<file path="config.mk">
export PLATFORM = sky130hd
export DESIGN_NAME = mmd_decoder
export DESIGN_NICKNAME = d
export VERILOG_FILES = /design/src/mmd_pkg.sv /design/src/mmd_decoder.sv
export SDC_FILE = /design/constraint.sdc
export NUM_CORES = 1
export LEC_CHECK = 0
export ABC_AREA = 1
export ABC_CLOCK_PERIOD_IN_PS = 1390
export BUFFER_PORTS_ARGS = -buffer_cell sky130_fd_sc_hd__buf_2
export CAP_MARGIN = 20
export CORE_ASPECT_RATIO = 0.9
export CORE_MARGIN = 1.5
export CORE_UTILIZATION = 41
export CTS_CLUSTER_SIZE = 25
export DETAILED_ROUTE_END_ITERATION = 8
export GPL_ROUTABILITY_DRIVEN = 0
export GPL_TIMING_DRIVEN = 0
export PLACE_DENSITY = 0.75
export REMOVE_ABC_BUFFERS = 1
export SYNTH_ARGS = -nofsm -noshare
export SYNTH_HDL_FRONTEND = slang
export SYNTH_SLANG_ARGS = --single-unit
</file>
<file path="constraint.sdc">
create_clock -name core_clk -period 1.39 [get_ports core_clk]
set_clock_uncertainty 0.2 [all_clocks]
set_input_delay 0.0695 -clock core_clk [delete_from_list [all_inputs] [get_ports core_clk]]
set_output_delay 0.0695 -clock core_clk [all_outputs]
set_load 0.005 [all_outputs]
</file>
<file path="src/mmd_pkg.sv">
package mmd_pkg;
  localparam int unsigned ADDR_W       = 20;
  localparam logic [19:0] ROM_TOP      = 20'h0ffff;
  localparam logic [19:0] VEC_BASE     = 20'h0ffdc;
  localparam logic [19:0] FLASH_BASE   = 20'h03000;
  localparam logic [19:0] FLASH_TOP    = 20'h03fff;
  localparam logic [19:0] RAM_BASE     = 20'h00400;
  localparam logic [19:0] SFR0_BASE    = 20'h00000;
  localparam logic [19:0] SFR0_TOP     = 20'h002ff;
  localparam logic [19:0] SFR1_BASE    = 20'h02c00;
  localparam logic [19:0] SFR1_TOP     = 20'h02fff;
  localparam int unsigned ROM_KB_DEF   = 32;
  localparam int unsigned RAM_HALFKB_DEF = 5;
  localparam int unsigned FLASH_BLK_LSB = 10;
  localparam logic [7:0]  OPEN_READ    = 8'hff;
  localparam logic [7:0]  RESET_DATA   = 8'h00;

  typedef enum logic [6:0]
  {
    MMD_NONE  = 7'h01,
    MMD_SFR   = 7'h02,
    MMD_RAM   = 7'h04,
    MMD_FLASH = 7'h08,
    MMD_ROM   = 7'h10,
    MMD_VEC   = 7'h20,
    MMD_RSVD  = 7'h40
  } mmd_region_t;

  typedef struct packed
  {
    logic        req;
    logic        wr;
    logic [19:0] addr;
    logic [7:0]  wdata;
  } mmd_req_t;

  typedef struct packed
  {
    logic        sfr;
    logic        ram;
    logic        flash;
    logic [3:0]  flash_blk;
    logic        rom;
    logic        vec;
    logic        wr;
    logic [19:0] addr;
    logic [7:0]  wdata;
  } mmd_sel_t;
endpackage

</file>
<file path="src/mmd_decoder.sv">
// Behaviour
// Every address of the 1-Mbyte space from zero goes to exactly one region or to reserved space.
// Program ROM grows down from 0FFFFh, so 32 Kbytes start at 08000h.
// 0FFDCh to 0FFFFh is the fixed vector table holding handler start addresses.
// Data flash decodes at 03000h to 03FFFh whatever the ROM size.
// Data flash is split into four 1-Kbyte blocks A to D, each selected on its own.
// Internal RAM grows up from 00400h, so 2.5 Kbytes end at 00DFFh.
// Internal RAM serves both data and the stack for calls and interrupts.
// Peripheral registers decode at 00000h to 002FFh and 02C00h to 02FFFh.
// Unallocated register locations are reserved, need no storage and must not be used.
// An address in no region selects nothing, ignores writes and reads a fixed value.
`timescale 1ns/100ps
module mmd_decoder #(
  parameter int unsigned ROM_KB     = mmd_pkg::ROM_KB_DEF,
  parameter int unsigned RAM_HALFKB = mmd_pkg::RAM_HALFKB_DEF
)(
  input  wire logic              core_clk,   // Core clock
  input  wire logic              reset_n,    // Async reset
  input  wire mmd_pkg::mmd_req_t req_in,     // Access from core
  input  wire logic [7:0]        rdata_sfr,  // Read data, registers
  input  wire logic [7:0]        rdata_ram,  // Read data, RAM
  input  wire logic [7:0]        rdata_flash,// Read data, data flash
  input  wire logic [7:0]        rdata_rom,  // Read data, ROM and vectors
  output mmd_pkg::mmd_sel_t      sel_out,    // Registered region selects
  output mmd_pkg::mmd_region_t   region,     // Decoded region of last access
  output logic [7:0]             rdata       // Read data to core
);
  // ROM must sit above data flash; RAM must end below 02C00h, so at most 20 half-Kbytes
  if (ROM_KB < 1 || ROM_KB > 48)
  begin : g_rom_size_check
    $error("ROM size out of range");
  end
  if (RAM_HALFKB < 1 || RAM_HALFKB > 20)
  begin : g_ram_size_check
    $error("RAM size out of range");
  end

  localparam logic [19:0] ROM_BASE = 20'(32'h10000 - ROM_KB * 1024);
  localparam logic [19:0] RAM_TOP  = 20'(32'h400 + RAM_HALFKB * 512 - 1);

  typedef struct packed
  {
    mmd_pkg::mmd_sel_t    sel;
    mmd_pkg::mmd_region_t region;
    logic [7:0]           rdata;
  } mmd_state_t;

  mmd_state_t state;
  mmd_state_t next_state;

  function automatic mmd_pkg::mmd_region_t decode(input logic [19:0] a);
    // Vector table checked first: it lies inside the ROM span
    if (a >= mmd_pkg::VEC_BASE && a <= mmd_pkg::ROM_TOP)
      decode = mmd_pkg::MMD_VEC;
    else if (a >= ROM_BASE && a <= mmd_pkg::ROM_TOP)
      decode = mmd_pkg::MMD_ROM;
    else if (a >= mmd_pkg::FLASH_BASE && a <= mmd_pkg::FLASH_TOP)
      decode = mmd_pkg::MMD_FLASH;
    else if (a >= mmd_pkg::RAM_BASE && a <= RAM_TOP)
      decode = mmd_pkg::MMD_RAM;
    else if (a <= mmd_pkg::SFR0_TOP
             || (a >= mmd_pkg::SFR1_BASE && a <= mmd_pkg::SFR1_TOP))
      decode = mmd_pkg::MMD_SFR;
    else
      decode = mmd_pkg::MMD_RSVD;
  endfunction

  always_comb
  begin
    mmd_pkg::mmd_region_t r;
    r = decode(req_in.addr);
    next_state = state;
    next_state.sel.sfr       = 1'b0;
    next_state.sel.ram       = 1'b0;
    next_state.sel.flash     = 1'b0;
    next_state.sel.flash_blk = 4'h0;
    next_state.sel.rom       = 1'b0;
    next_state.sel.vec       = 1'b0;
    next_state.sel.wr        = 1'b0;
    if (req_in.req)
    begin
      next_state.region    = r;
      next_state.sel.addr  = req_in.addr;
      next_state.sel.wdata = req_in.wdata;
      // Reserved space: no select, so a write reaches nothing
      next_state.sel.wr    = req_in.wr && (r != mmd_pkg::MMD_RSVD);
      case (r)
        mmd_pkg::MMD_SFR:   next_state.sel.sfr = 1'b1;
        mmd_pkg::MMD_RAM:   next_state.sel.ram = 1'b1;
        mmd_pkg::MMD_FLASH:
        begin
          next_state.sel.flash = 1'b1;
          next_state.sel.flash_blk =
            4'h1 << req_in.addr[mmd_pkg::FLASH_BLK_LSB +: 2];
        end
        mmd_pkg::MMD_ROM:   next_state.sel.rom = 1'b1;
        mmd_pkg::MMD_VEC:   next_state.sel.vec = 1'b1;
        default:            next_state.sel.wr  = 1'b0;
      endcase
    end
    // Read data follows the region of the previous access
    case (state.region)
      mmd_pkg::MMD_SFR:   next_state.rdata = rdata_sfr;
      mmd_pkg::MMD_RAM:   next_state.rdata = rdata_ram;
      mmd_pkg::MMD_FLASH: next_state.rdata = rdata_flash;
      mmd_pkg::MMD_ROM,
      mmd_pkg::MMD_VEC:   next_state.rdata = rdata_rom;
      default:            next_state.rdata = mmd_pkg::OPEN_READ;
    endcase
  end

  always_ff @(posedge core_clk or negedge reset_n)
  begin
    if (!reset_n)
    begin
      state        <= '0;
      state.region <= mmd_pkg::MMD_NONE;
      state.rdata  <= mmd_pkg::RESET_DATA;
    end
    else
      state <= next_state;
  end

  assign sel_out = state.sel;
  assign region  = state.region;
  assign rdata   = state.rdata;
endmodule

</file>
Yosys cells after proc, flatten, opt, wreduce, memory -nomap -nowiden
Cells that the tools add are included.

Register bits: 53. Input port bits: 64. Output and inout port bits: 53. Word-level logic and storage cells: 55.

Order comparisons: 10. Equality and inequality tests: 11. Shift operators: 1. Mux-type cells: 13. Reduce and logical (&&, ||, !) cells: 9.

Operator list (count): 2-to-1 mux 45 bit (1); >= comparator 20 x 14 -> 1 bit, second input constant (2); >= comparator 20 x 16 -> 1 bit, second input constant (2); <= comparator 20 x 14 -> 1 bit, second input constant (2); 2-to-1 mux 7 bit (5); one-hot mux 8 bit (4 select lines) (1); >= comparator 20 x 11 -> 1 bit, second input constant (1); <= comparator 20 x 10 -> 1 bit, second input constant (1); <= comparator 20 x 12 -> 1 bit, second input constant (1); <= comparator 20 x 16 -> 1 bit, second input constant (1); equality test 7 x 2 -> 1 bit, second input constant (2); equality test 7 x 3 -> 1 bit, second input constant (2); equality test 7 x 4 -> 1 bit, second input constant (2); equality test 7 x 5 -> 1 bit, second input constant (2); equality test 7 x 6 -> 1 bit, second input constant (2); != test 7 bit, second input constant (1); logical AND 1 bit (6); 2-to-1 mux 1 bit (5); 2-to-1 mux 5 bit (1); OR reduction 5 bit (1); left shift 1 x 2 -> 4 bit, first input constant (1); OR reduction 2 bit (1); logical OR 1 bit (1).

Longest topological paths before layout
Gate-level depths: netlist of the first run.

Word-level depth: 12. Mapped depth: 8. Gate-level depth less buffers: 8.

Worst setup path after synthesis of the first run
No wires, ideal clock.

Path kind: flip-flop to flip-flop. Start: reg region[0] (netlist name). End: reg rdata[0] (netlist name). Setup time: 68 ps. Arrival: 1221 ps. Data required time: 1122 ps. Slack: -99 ps. Stages on the path, launching flop included: 7. Buffers on the path: 1. Clock period less this slack: 1489 ps. Cells stage by stage: dfstp_2 > inv_1 > and3_1 > clkbuf_8 > o21ai_2 > nand3_2 > nand2_1.

==> results of run 1 <==
metrics by stage:
stage | instances | total power [mW] | util | hold slack [ns]
2_1_floorplan | 288 | 1.82 | - | -0.426
3_3_place_gp | 474 | 2.06 | 0.530 | 0.0681
3_5_place_dp | 475 | 2.09 | 0.535 | -0.0218
4_1_cts | 583 | 3.40 | 0.733 | -0.0719
5_1_grt | 571 | 3.56 | 0.740 | 0.0166
6_report | 572 | 3.42 | 0.740 | -0.0334
registers in the layout, summed over array words and instances (netlist names):
register / flops
rdata: 8
sel_out: 38
region: 7
worst reg2reg max path: stages, from the launching register on:
cell and delay, ns:
dfrtp_1 0.42, buf_6 0.14, nor2_4 0.13, nand2_2 0.09, a21oi_4 0.18, buf_6 0.13, nand3_1 0.07, nand2_1 0.09
nor2_1 0.06, nand2_1 0.05
cell usage in the layout (no fill, tap or decap):
cell type	synthesis	layout
o21bai_1	1	1
nor2_4	0	2
o21ai_4	0	1
o21ai_0	7	6
dlymetal6s4s_1	0	2
inv_2	0	5
and3_4	0	1
clkbuf_8	1	6
buf_4	0	14
nand4_1	3	3
nor3_1	3	1
diode_2	0	1
nand3_4	0	2
clkinvlp_2	0	1
dfrtp_2	0	4
nand2_4	0	1
nand2_1	127	118
nor2_1	24	16
nand2_2	0	8
clkinvlp_4	0	3
buf_16	0	1
buf_6	2	6
buf_2	3	112
bufinv_16	0	1
nor2_2	1	7
dlygate4sd3_1	0	67
nand3_1	40	29
a21oi_2	1	1
nor3_2	0	2
nor3_4	3	4
nor4_1	2	2
dfrtp_1	52	48
inv_1	19	13
a21oi_4	0	1
nand3_2	1	10
dfstp_2	1	1
o21ai_1	0	1
routing by layer:
metal,vias up,track usage,wire (um)
li1,1349,-,-
met1,1436,0.314,3520
met2,175,0.538,4940
met3,57,0.0466,534
met4,0,0.142,556
met5,-,0,0
power by group:
part           internal, mW  switching (mW)
clock                 0.586           0.528
sequential             1.62          0.0496
combinational         0.326           0.310
total                  2.53           0.888
kinds of logic after synthesis:
logic type	count (synthesis)	synth area share
DFF	53	0.549
buffers and inverters	30	0.0585
and+or+nand+nor	205	0.366
AOI/OAI and AO/OA	11	0.0269
path summary, 6_finish.rpt:
kind / start / endpoint / slack (ns) / cells after the start
min in group asynchronous: reset_n / sel_out[8] / 0.16 / 2
max in group asynchronous: reset_n / region[4] / 0.25 / 3
max reg2reg: region[1] / rdata[3] / -0.22 / 9
min reg2reg: sel_out[9] / sel_out[9] / 0.27 / 2
max: region[1] / rdata[3] / -0.22 / 9
min: req_in[29] / sel_out[0] / -0.03 / 3
repair_timing:
action                     in CTS  in global routing
hold endpoints to repair       74                  0
gates resized for setup        15                 49
pin swaps                       6                 18
setup endpoints to repair      43                 32
cloned                          3                  0
setup buffers                  13                  4
hold buffers                   84                  0
layout make-up:
cell class / count / share of cell area
Multi-Input combinational cell: 217 / 0.268
Inverter: 19 / 0.0178
Antenna cell: 1 / 0.000594
Timing Repair inverter: 2 / 0.00297
Tap cell: 70 / 0.0208
Clock inverter: 2 / 0.00891
Clock buffer: 6 / 0.0196
Timing Repair Buffer: 202 / 0.346
Sequential cell: 53 / 0.316
cells in the mapped netlist (all sizes together):
library cell,count
nor4,2
dfstp,1
and3,1
buf,5
nand2,127
dfrtp,52
nand4,3
a21oi,2
nor3,6
o21bai,1
o21ai,8
clkbuf,6
nand3,41
nor2,25
inv,19
==> metrics.md, run 1 <==
| Metric | Value |
|---|---|
| Slew Viols, Final | `0` |
| # IOs | `roughly 120` |
| Die ar. | `6370 um^2` |
| Post-synthesis cell area | `around 2400 um^2` |
| Vias per cell | `approximately 5.3` |
| Filler instances | `~370` |
| Total Wirelength | `9.54 mm` |
| Die width | `between 80 and 90 um` |
| Worst Path Required | `between 1 and 1.5 ns` |
| Flops & latches, synth | `53` |
| Sequential fraction of the synthesis area | `0.549` |
| CTS Sinks | `53` |
| Initial core utilization | `0.425` |
| Peak VDD IR | `~0.7 mV` |
| Clk Latency, worst-skew pair | `approximately 0.31 ns` |
| Port buffer count | `about 120` |
| CTS tree | `built` |
| Crit-path max FO | `3` |
| Clk pin slew, worst setup/hold paths | `roughly 0.10 ns` |
| Pleak | `2.19 nW` |
| TritonRoute pass-1 iters | `5` |
| Vias in the first global route | `3043` |
| Remaining antenna violation count | `0` |
| Run status | `finished with violations` |
| Power per cell area | `a little over 800 nW/um^2` |
| Setup WS post-layout | `-0.220 ns` |
| Root cell of the clock tree | `clkbuf_8` |
| Worst hold slack | `-0.0334 ns` |
| Longest Clk Path Bufs | `2` |
| Violated checks | `negative hold slack, negative setup slack` |
| Die height | `roughly 76 um` |
| Top Family by Delay on Critical Path | `simple AND/OR/NAND/NOR gates` |
| Critical path capture point type | `flip-flop` |
| GR Overflow Total | `0` |
| Area share of the largest cell type after synthesis | `0.538` |
| Worst slack at placement | `-0.687 ns` |
| Hold Vio Cnt, Final | `12` |
| F_max | `about 620 MHz` |
| Rel. slew slack | `0.499` |
| Total CTS buffers | `5` |
| # rows | `26` |
| RSZ-0062 raised after global routing | `true` |
| Period utilization | `1.16` |
| WP data arrival | `roughly 1.7 ns` |
| Dpl cell area | `slightly above 3000 um^2` |
| FF/Latch Area | `approximately 1300 um^2` |
| Avg Synthesized Cell Area | `approximately 8.1 um^2` |
| Mapped Cells | `around 300` |
| Synth cell types | `22` |
| Setup_tns | `-1.73 ns` |
| Final instance area | `approximately 4200 um^2` |
| Buf/Inv on CP | `2` |
| Fin nets | `about 560` |
| Crit path kind | `reg -> reg` |
| CORE AREA | `about 5700 um^2` |
| Final setup violating endpoints | `11` |
| Share of post-route cells with drive strength above 1 | `0.387` |
| DR vias | `a little over 3000` |
| H-tree depth | `2` |
| CP startpoint kind | `flip-flop` |
| Largest stage delay on the critical path | `0.42 ns` |
| Synth area leaders | `dfrtp_1 54%, nand2_1 20%, nand3_1 8.3%, nor2_1 3.7%, inv_1 2.9%` |
| Post-synth top area cell | `dfrtp_1` |
| Largest net degree at the start of global routing | `34` |
| Worst Hold Class | `in -> reg` |
| Initial antenna violation count | `0` |
| Initial DRC Count | `274` |
| Area growth syn-to-layout | `74.2%` |
| Final min period | `between 1.5 and 2 ns` |
| Footprint of the multi-input gates | `1130 um^2` |
| First-pass GRT wire length | `14.0 mm` |
| DP HPWL | `about 4.4 mm` |
| Crit path cell chain | `buf_6 > nor2_4 > nand2_2 > a21oi_4 > buf_6 > nand3_1 > nand2_1 > nor2_1 > nand2_1` |
| Max-Cap Viols | `0` |
| Pin slew with the least headroom to its limit | `0.752 ns` |
| Yosys warnings | `0` |
| Drt wl/cell | `16.7 um` |
| Residual DRC count | `0` |
| GR Util All Layers | `0.282` |
| CP max stage cell | `dfrtp_1` |
No activity file was read; power rests on OpenSTA's default activity.
==> inputs of run 2 (changes only) <==
--- a/config.mk
+++ b/config.mk
@@ -5,7 +5,6 @@
 export SDC_FILE = /design/constraint.sdc
 export NUM_CORES = 1
 export LEC_CHECK = 0
-export ABC_AREA = 1
 export ABC_CLOCK_PERIOD_IN_PS = 1390
 export BUFFER_PORTS_ARGS = -buffer_cell sky130_fd_sc_hd__buf_2
 export CAP_MARGIN = 20
@@ -16,7 +15,7 @@
 export DETAILED_ROUTE_END_ITERATION = 8
 export GPL_ROUTABILITY_DRIVEN = 0
 export GPL_TIMING_DRIVEN = 0
-export PLACE_DENSITY = 0.75
+export PLACE_DENSITY = 0.76
 export REMOVE_ABC_BUFFERS = 1
 export SYNTH_ARGS = -nofsm -noshare
 export SYNTH_HDL_FRONTEND = slang
==> run 2 against run 1 <==
Against the previous run:
- the run still ends with negative hold slack, negative setup slack left
- combinational power down 12%
- utilization down 1.4 points
- count of clock-buffer cells in the layout up 1
- largest power group unchanged
- highest routed layer unchanged
==> metrics.md, run 2 <==
| Metric | Value |
|---|---|
| Run status | `finished with violations` |
| Violated checks | `negative hold slack, negative setup slack` |
| Root cell of the clock tree | `clkbuf_8` |
| Clock Power Share | `0.325` |
| Drt wl/cell | `around 16 um` |
| # rows | `25` |
| Async SR Flop Fraction | `1.00` |
| Share of post-route cells with drive strength above 1 | `0.554` |
| Setup_tns | `-2.19 ns` |
| Slew Viols, Final | `0` |
| F_max | `597 MHz` |
| Hold Vio Cnt, Final | `12` |
| Post-synth top flop | `dfrtp_1` |
| Most common cell after layout, fill and taps aside | `buf_2` |
| Power per cell area | `856 nW/um^2` |
| Worst hold slack | `-0.183 ns` |
| EDFF count, synth | `0` |
| GR Overflow Total | `0` |
| Max-Cap Viols | `0` |
| Die height | `between 70 and 80 um` |
| Synth area leaders | `dfrtp_1 57%, mux2_2 14%, a22o_1 3.1%, a22oi_1 2.3%, nand2_1 2.1%` |
| Vias in the first global route | `2161` |
| Remaining antenna violation count | `0` |
| Total CTS buffers | `5` |
| Port buffer count | `around 120` |
| H-tree depth | `2` |
| Sequential fraction of the synthesis area | `0.580` |
| # diodes | `0` |
| TritonRoute pass-1 iters | `4` |
| Initial antenna violation count | `0` |
| Mapped Cells | `180` |
| Post-synth top area cell | `dfrtp_1` |
| Non-filler instance count after layout | `430` |
| Flops & latches, synth | `53` |
| Crit-path max FO | `8` |
| Pint | `between 2 and 3 mW` |
| Final min period | `approximately 1.7 ns` |
| Final setup violating endpoints | `12` |
| First-pass GRT wire length | `slightly above 10 mm` |
| Area share of the largest cell type after synthesis | `0.569` |
| Worst Path Required | `about 1.4 ns` |
| RSZ-0062 raised after global routing | `true` |
| Crit path kind | `reg -> reg` |
| Sw Pwr | `0.756 mW` |
| WP data arrival | `1.65 ns` |
| Fin nets | `about 430` |
| CTS tree | `built` |
| Synth cell types | `between 40 and 50` |
| Period utilization | `1.21` |
| Clk pin slew, worst setup/hold paths | `0.09 ns` |
| Total Wirelength | `~6.9 mm` |
| Worst slack at placement | `-0.571 ns` |
| GR Util All Layers | `0.222` |
| Clk Latency, worst-skew pair | `0.30 ns` |
| CTS Sinks | `53` |
| Die ar. | `6040 um^2` |
| Footprint of the multi-input gates | `1010 um^2` |
| Worst Hold Class | `in -> reg` |
| Combinational fraction of design power | `0.168` |
| Sequential power share | `0.507` |
| Avg Synthesized Cell Area | `12.7 um^2` |
| DR vias | `approximately 2200` |
| Max reg flops | `38` |
| Largest net degree at the start of global routing | `36` |
| Yosys warnings | `0` |
| FF/Latch Area | `~1300 um^2` |
| Most common cell in the synthesized netlist | `dfrtp_1` |
| # IOs | `~120` |
| Longest Clk Path Bufs | `2` |
| Commonest cells in the netlist | `52 x dfrtp_1, 28 x mux2_2, 13 x nand2_1` |
| Area growth syn-to-layout | `68.7%` |
| Pleak | `about 1.8 nW` |
| Most frequent cells in the layout | `115 x buf_2, 55 x dlygate4sd3_1, 48 x dfrtp_1` |
| Post-synthesis cell area | `~2300 um^2` |
| Die width | `81.8 um` |
| Critical path capture point type | `flip-flop` |
| Filler instances | `approximately 360` |
| Residual DRC count | `0` |
| Pwr Total | `about 3.3 mW` |
| CORE AREA | `~5300 um^2` |
| Peak VDD IR | `0.479 mV` |
| Pin slew with the least headroom to its limit | `~0.5 ns` |
| Setup WS post-layout | `-0.285 ns` |
| Rel. slew slack | `0.663` |
| Vias per cell | `roughly 5.0` |
| Initial DRC Count | `75` |
| DP HPWL | `4.05 mm` |
| CP startpoint kind | `flip-flop` |
| Switching portion of total power | `0.229` |
| Placed cell count | `roughly 350` |
| Initial core utilization | `0.430` |
## run 2: cell count changes in the layout (fill, tap and decap cells not counted), sizes merged, moves of 5 or more
cell         previous run  this run
a22o                    0         8
a22oi                   0         7
dlygate4sd3            67        55
inv                    18         4
mux2                    0        29
nand2                 127        13
nand3                  41         9
nor2                   25         6
o21ai                   8         3
## run 2: routing by layer
layer / global-route usage / share of wire
met1: 0.257 / 0.40
met2: 0.388 / 0.50
met3: 0.0609 / 0.079
met4: 0.0885 / 0.016
met5: 0 / 0
## run 2: kinds of logic after synthesis
group	Yosys count	synth area share
AND/OR/NAND/NOR	50	0.138
flip-flops	53	0.580
multiplexers	29	0.143
AO/OA/AOI/OAI	31	0.104
buffers and inverters	16	0.0312
XOR/XNOR	1	0.00383
## run 2: worst paths after layout
check | from | endpoint | slack, ns | cells after the start
worst max-delay path | region[5] | rdata[3] | -0.29 | 4
worst min-delay path | req_in[14] | sel_out[14] | -0.18 | 2
worst max register to register | region[5] | rdata[3] | -0.29 | 4
worst min register to register | sel_out[25] | sel_out[25] | 0.31 | 1
max in group asynchronous | reset_n | region[0] | 0.29 | 3
min in group asynchronous | reset_n | rdata[2] | 0.09 | 2
## run 2: repair_timing
| action | 4_1_cts | 5_1_grt |
|---|---|---|
| pin swaps | 9 | 7 |
| endpoints found under the setup margin | 10 | 14 |
| setup buffers | 12 | 2 |
| endpoints found under the hold margin | 100 | 23 |
| hold buffers | 51 | 7 |
| resized for setup | 26 | 8 |
## run 2: area by class of cell
class / count / area share
sequential: 53 / 0.345
timing repair buffer: 187 / 0.338
multi-input combinational: 111 / 0.261
clock buffer: 7 / 0.0224
tap: 67 / 0.0217
clock inverter: 1 / 0.00778
inverter: 4 / 0.00389
## run 2: worst max-delay path, cell delays in order (launching register included)
cell	delay, ns
dfrtp_2	0.45
xor2_2	0.19
and3b_2	0.28
a222oi_1	0.33
nand2_2	0.09
## run 2: through the flow
step / cell area (um^2) / hold WS (ns) / utilization
detailed placement: 2920 / -0.128 / 0.548
global placement: 2900 / 0.0872 / 0.545
global route: 3860 / -0.191 / 0.726
CTS: 3760 / -0.198 / 0.707
floorplan: 2230 / -0.426 / -
finish: 3860 / -0.183 / 0.726
## run 2: power by group through the flow
stage	logic [mW]	registers [mW]	clock network, mW
after global routing	0.607	1.69	1.16
after global placement	0.394	1.70	0
after floorplan	0.125	1.71	0
final	0.556	1.67	1.07
after detailed placement	0.413	1.70	0
after CTS	0.534	1.67	1.11
==> inputs of run 3 (changes only) <==
--- a/config.mk
+++ b/config.mk
@@ -8,7 +8,7 @@
 export ABC_CLOCK_PERIOD_IN_PS = 1390
 export BUFFER_PORTS_ARGS = -buffer_cell sky130_fd_sc_hd__buf_2
 export CAP_MARGIN = 20
-export CORE_ASPECT_RATIO = 0.9
+export CORE_ASPECT_RATIO = 1.25
 export CORE_MARGIN = 1.5
 export CORE_UTILIZATION = 41
 export CTS_CLUSTER_SIZE = 25
==> constraint.sdc (replaced) <==
create_clock -name core_clk -period 1.39 [get_ports core_clk]
set_clock_uncertainty 0.2 [all_clocks]
set_input_delay 0.0695 -clock core_clk [delete_from_list [all_inputs] [get_ports core_clk]]
set_output_delay 0.0695 -clock core_clk [all_outputs]
set_load 0.02 [all_outputs]
==> run 3 against run 2 <==
Against the previous run:
- the run still ends with negative hold slack, negative setup slack left
- maximum frequency fell by 2.3%
- die area barely moved
- largest cell class unchanged
- setup slack got worse by 0.040 ns
- critical path depth rose by 2
==> metrics.md, run 3 (synthesis gave the netlist of run 2 again) <==
| Metric | Value |
|---|---|
| Violated checks | `negative hold slack, negative setup slack` |
| Area growth syn-to-layout | `67.9%` |
| Largest stage delay on the critical path | `about 0.6 ns` |
| Peak VDD IR | `approximately 0.71 mV` |
| Largest net degree at the start of global routing | `36` |
| FF/Latch Area | `~1300 um^2` |
| Pleak | `approximately 1.8 nW` |
| Critical path capture point type | `flip-flop` |
| Share of post-route cells with drive strength above 1 | `0.542` |
| CTS Sinks | `53` |
| Clk pin slew, worst setup/hold paths | `~0.090 ns` |
| Drt wl/cell | `~17 um` |
| CP max stage cell | `dlygate4sd3_1` |
| RSZ-0062 raised after global routing | `true` |
| H-tree depth | `2` |
| Vias in the first global route | `2185` |
| Rel. slew slack | `0.638` |
| Top Family by Delay on Critical Path | `simple AND/OR/NAND/NOR gates` |
| Remaining antenna violation count | `0` |
| Worst hold slack | `-0.146 ns` |
| Most common cell after layout, fill and taps aside | `buf_2` |
| DR vias | `around 2300` |
| # IOs | `117` |
| DP HPWL | `about 4 mm` |
| Clk Latency, worst-skew pair | `~0.3 ns` |
| Initial core utilization | `0.423` |
| Buf/Inv on CP | `2` |
| Filler instances | `between 300 and 400` |
| CORE AREA | `about 5400 um^2` |
| Residual DRC count | `0` |
| Hold depth | `2` |
| F_max | `~580 MHz` |
| Worst slack at placement | `-0.620 ns` |
| Total Wirelength | `between 7 and 8 mm` |
| Pin slew with the least headroom to its limit | `0.543 ns` |
| # rows | `30` |
| Root cell of the clock tree | `clkbuf_8` |
| Max reg flops | `38` |
| # diodes | `0` |
| Total CTS buffers | `5` |
| Utilization after layout | `0.711` |
| Non-filler instance count after layout | `approximately 430` |
| Fin nets | `430` |
| Slew Viols, Final | `0` |
| Longest Clk Path Bufs | `2` |
| Initial DRC Count | `84` |
| Power per cell area | `between 800 and 900 nW/um^2` |
| Setup WS post-layout | `-0.325 ns` |
| Max-Cap Viols | `0` |
| Hold Vio Cnt, Final | `8` |
| Initial antenna violation count | `0` |
| Most frequent cells in the layout | `114 x buf_2, 59 x dlygate4sd3_1, 49 x dfrtp_1` |
| Worst path depth | `6` |
| Die width | `approximately 70 um` |
| Placed cell count | `roughly 350` |
| GR Overflow Total | `0` |
| CTS tree | `built` |
| GR Util All Layers | `0.229` |
| Die ar. | `6040 um^2` |
| Vias per cell | `approximately 5.2` |
| TritonRoute pass-1 iters | `4` |
| Port buffer count | `around 120` |
| Period utilization | `1.23` |
| Crit path cell chain | `buf_2 > dlygate4sd3_1 > nand2_1 > or4_4 > nor3_4 > mux2_4` |
| R2R cell count | `5` |
| CP startpoint kind | `input pin` |
| Crit path kind | `in -> reg` |
| Crit-path max FO | `3` |
| WP data arrival | `1.76 ns` |
| First-pass GRT wire length | `between 10 and 15 mm` |
| Worst Path Required | `about 1.4 ns` |
| Final min period | `roughly 1.7 ns` |
| Pwr Total | `3.25 mW` |
| Footprint of the multi-input gates | `997 um^2` |
| Worst Hold Class | `in -> reg` |
| Final setup violating endpoints | `25` |
| Die height | `between 80 and 90 um` |
| Run status | `finished with violations` |
run 3: repair_timing:
action	4_1_cts	5_1_grt
setup endpoints to repair	10	26
endpoints found under the hold margin	100	23
setup buffers	7	7
gates resized for setup	26	9
hold buffers	54	11
pin swaps	6	6
run 3: path summary, 6_finish.rpt:
path                                 start           to  slack, ns
worst max-delay path            req_in[22]    region[5]      -0.33
worst min-delay path            req_in[25]  sel_out[25]      -0.15
worst max register to register   region[0]     rdata[3]      -0.31
worst min register to register  sel_out[7]   sel_out[7]       0.31
max in group asynchronous          reset_n    region[0]       0.28
min in group asynchronous          reset_n     rdata[0]       0.07
run 3: through the flow:
step / TNS, ns / instance area (um^2)
after global placement: -8.00 / 2890
final: -4.98 / 3840
after CTS: -3.01 / 3700
after detailed placement: -8.37 / 2910
after global routing: -7.61 / 3840
after floorplan: -2.80 / 2230
run 3: worst register-to-register path, delay by kind of cell, from the launching register on:
kind / cells / cell delay (ns)
flops: 1 / 0.59
buf+inv: 1 / 0.12
simple gates: 3 / 0.30
compound gates: 1 / 0.36
run 3: routing by layer:
layer	up-vias	global-route usage	wire length [um]
met5	-	0	0
met4	0	0.0594	62
met3	5	0.0581	525
met2	110	0.423	3760
met1	1109	0.264	2790
li1	1027	-	-
run 3: final cells by class:
| cell class | count | area share |
|---|---|---|
| Inverter | 4 | 0.00391 |
| Sequential cell | 53 | 0.346 |
| Clock buffer | 7 | 0.0225 |
| Multi-Input combinational cell | 111 | 0.260 |
| Tap cell | 64 | 0.0208 |
| Timing Repair Buffer | 191 | 0.345 |
| Clock inverter | 1 | 0.00195 |
run 3: power breakdown:
part,internal (mW),switching (mW)
Sequential,1.63,0.0466
Combinational,0.345,0.335
Clock,0.406,0.489
Total,2.38,0.871
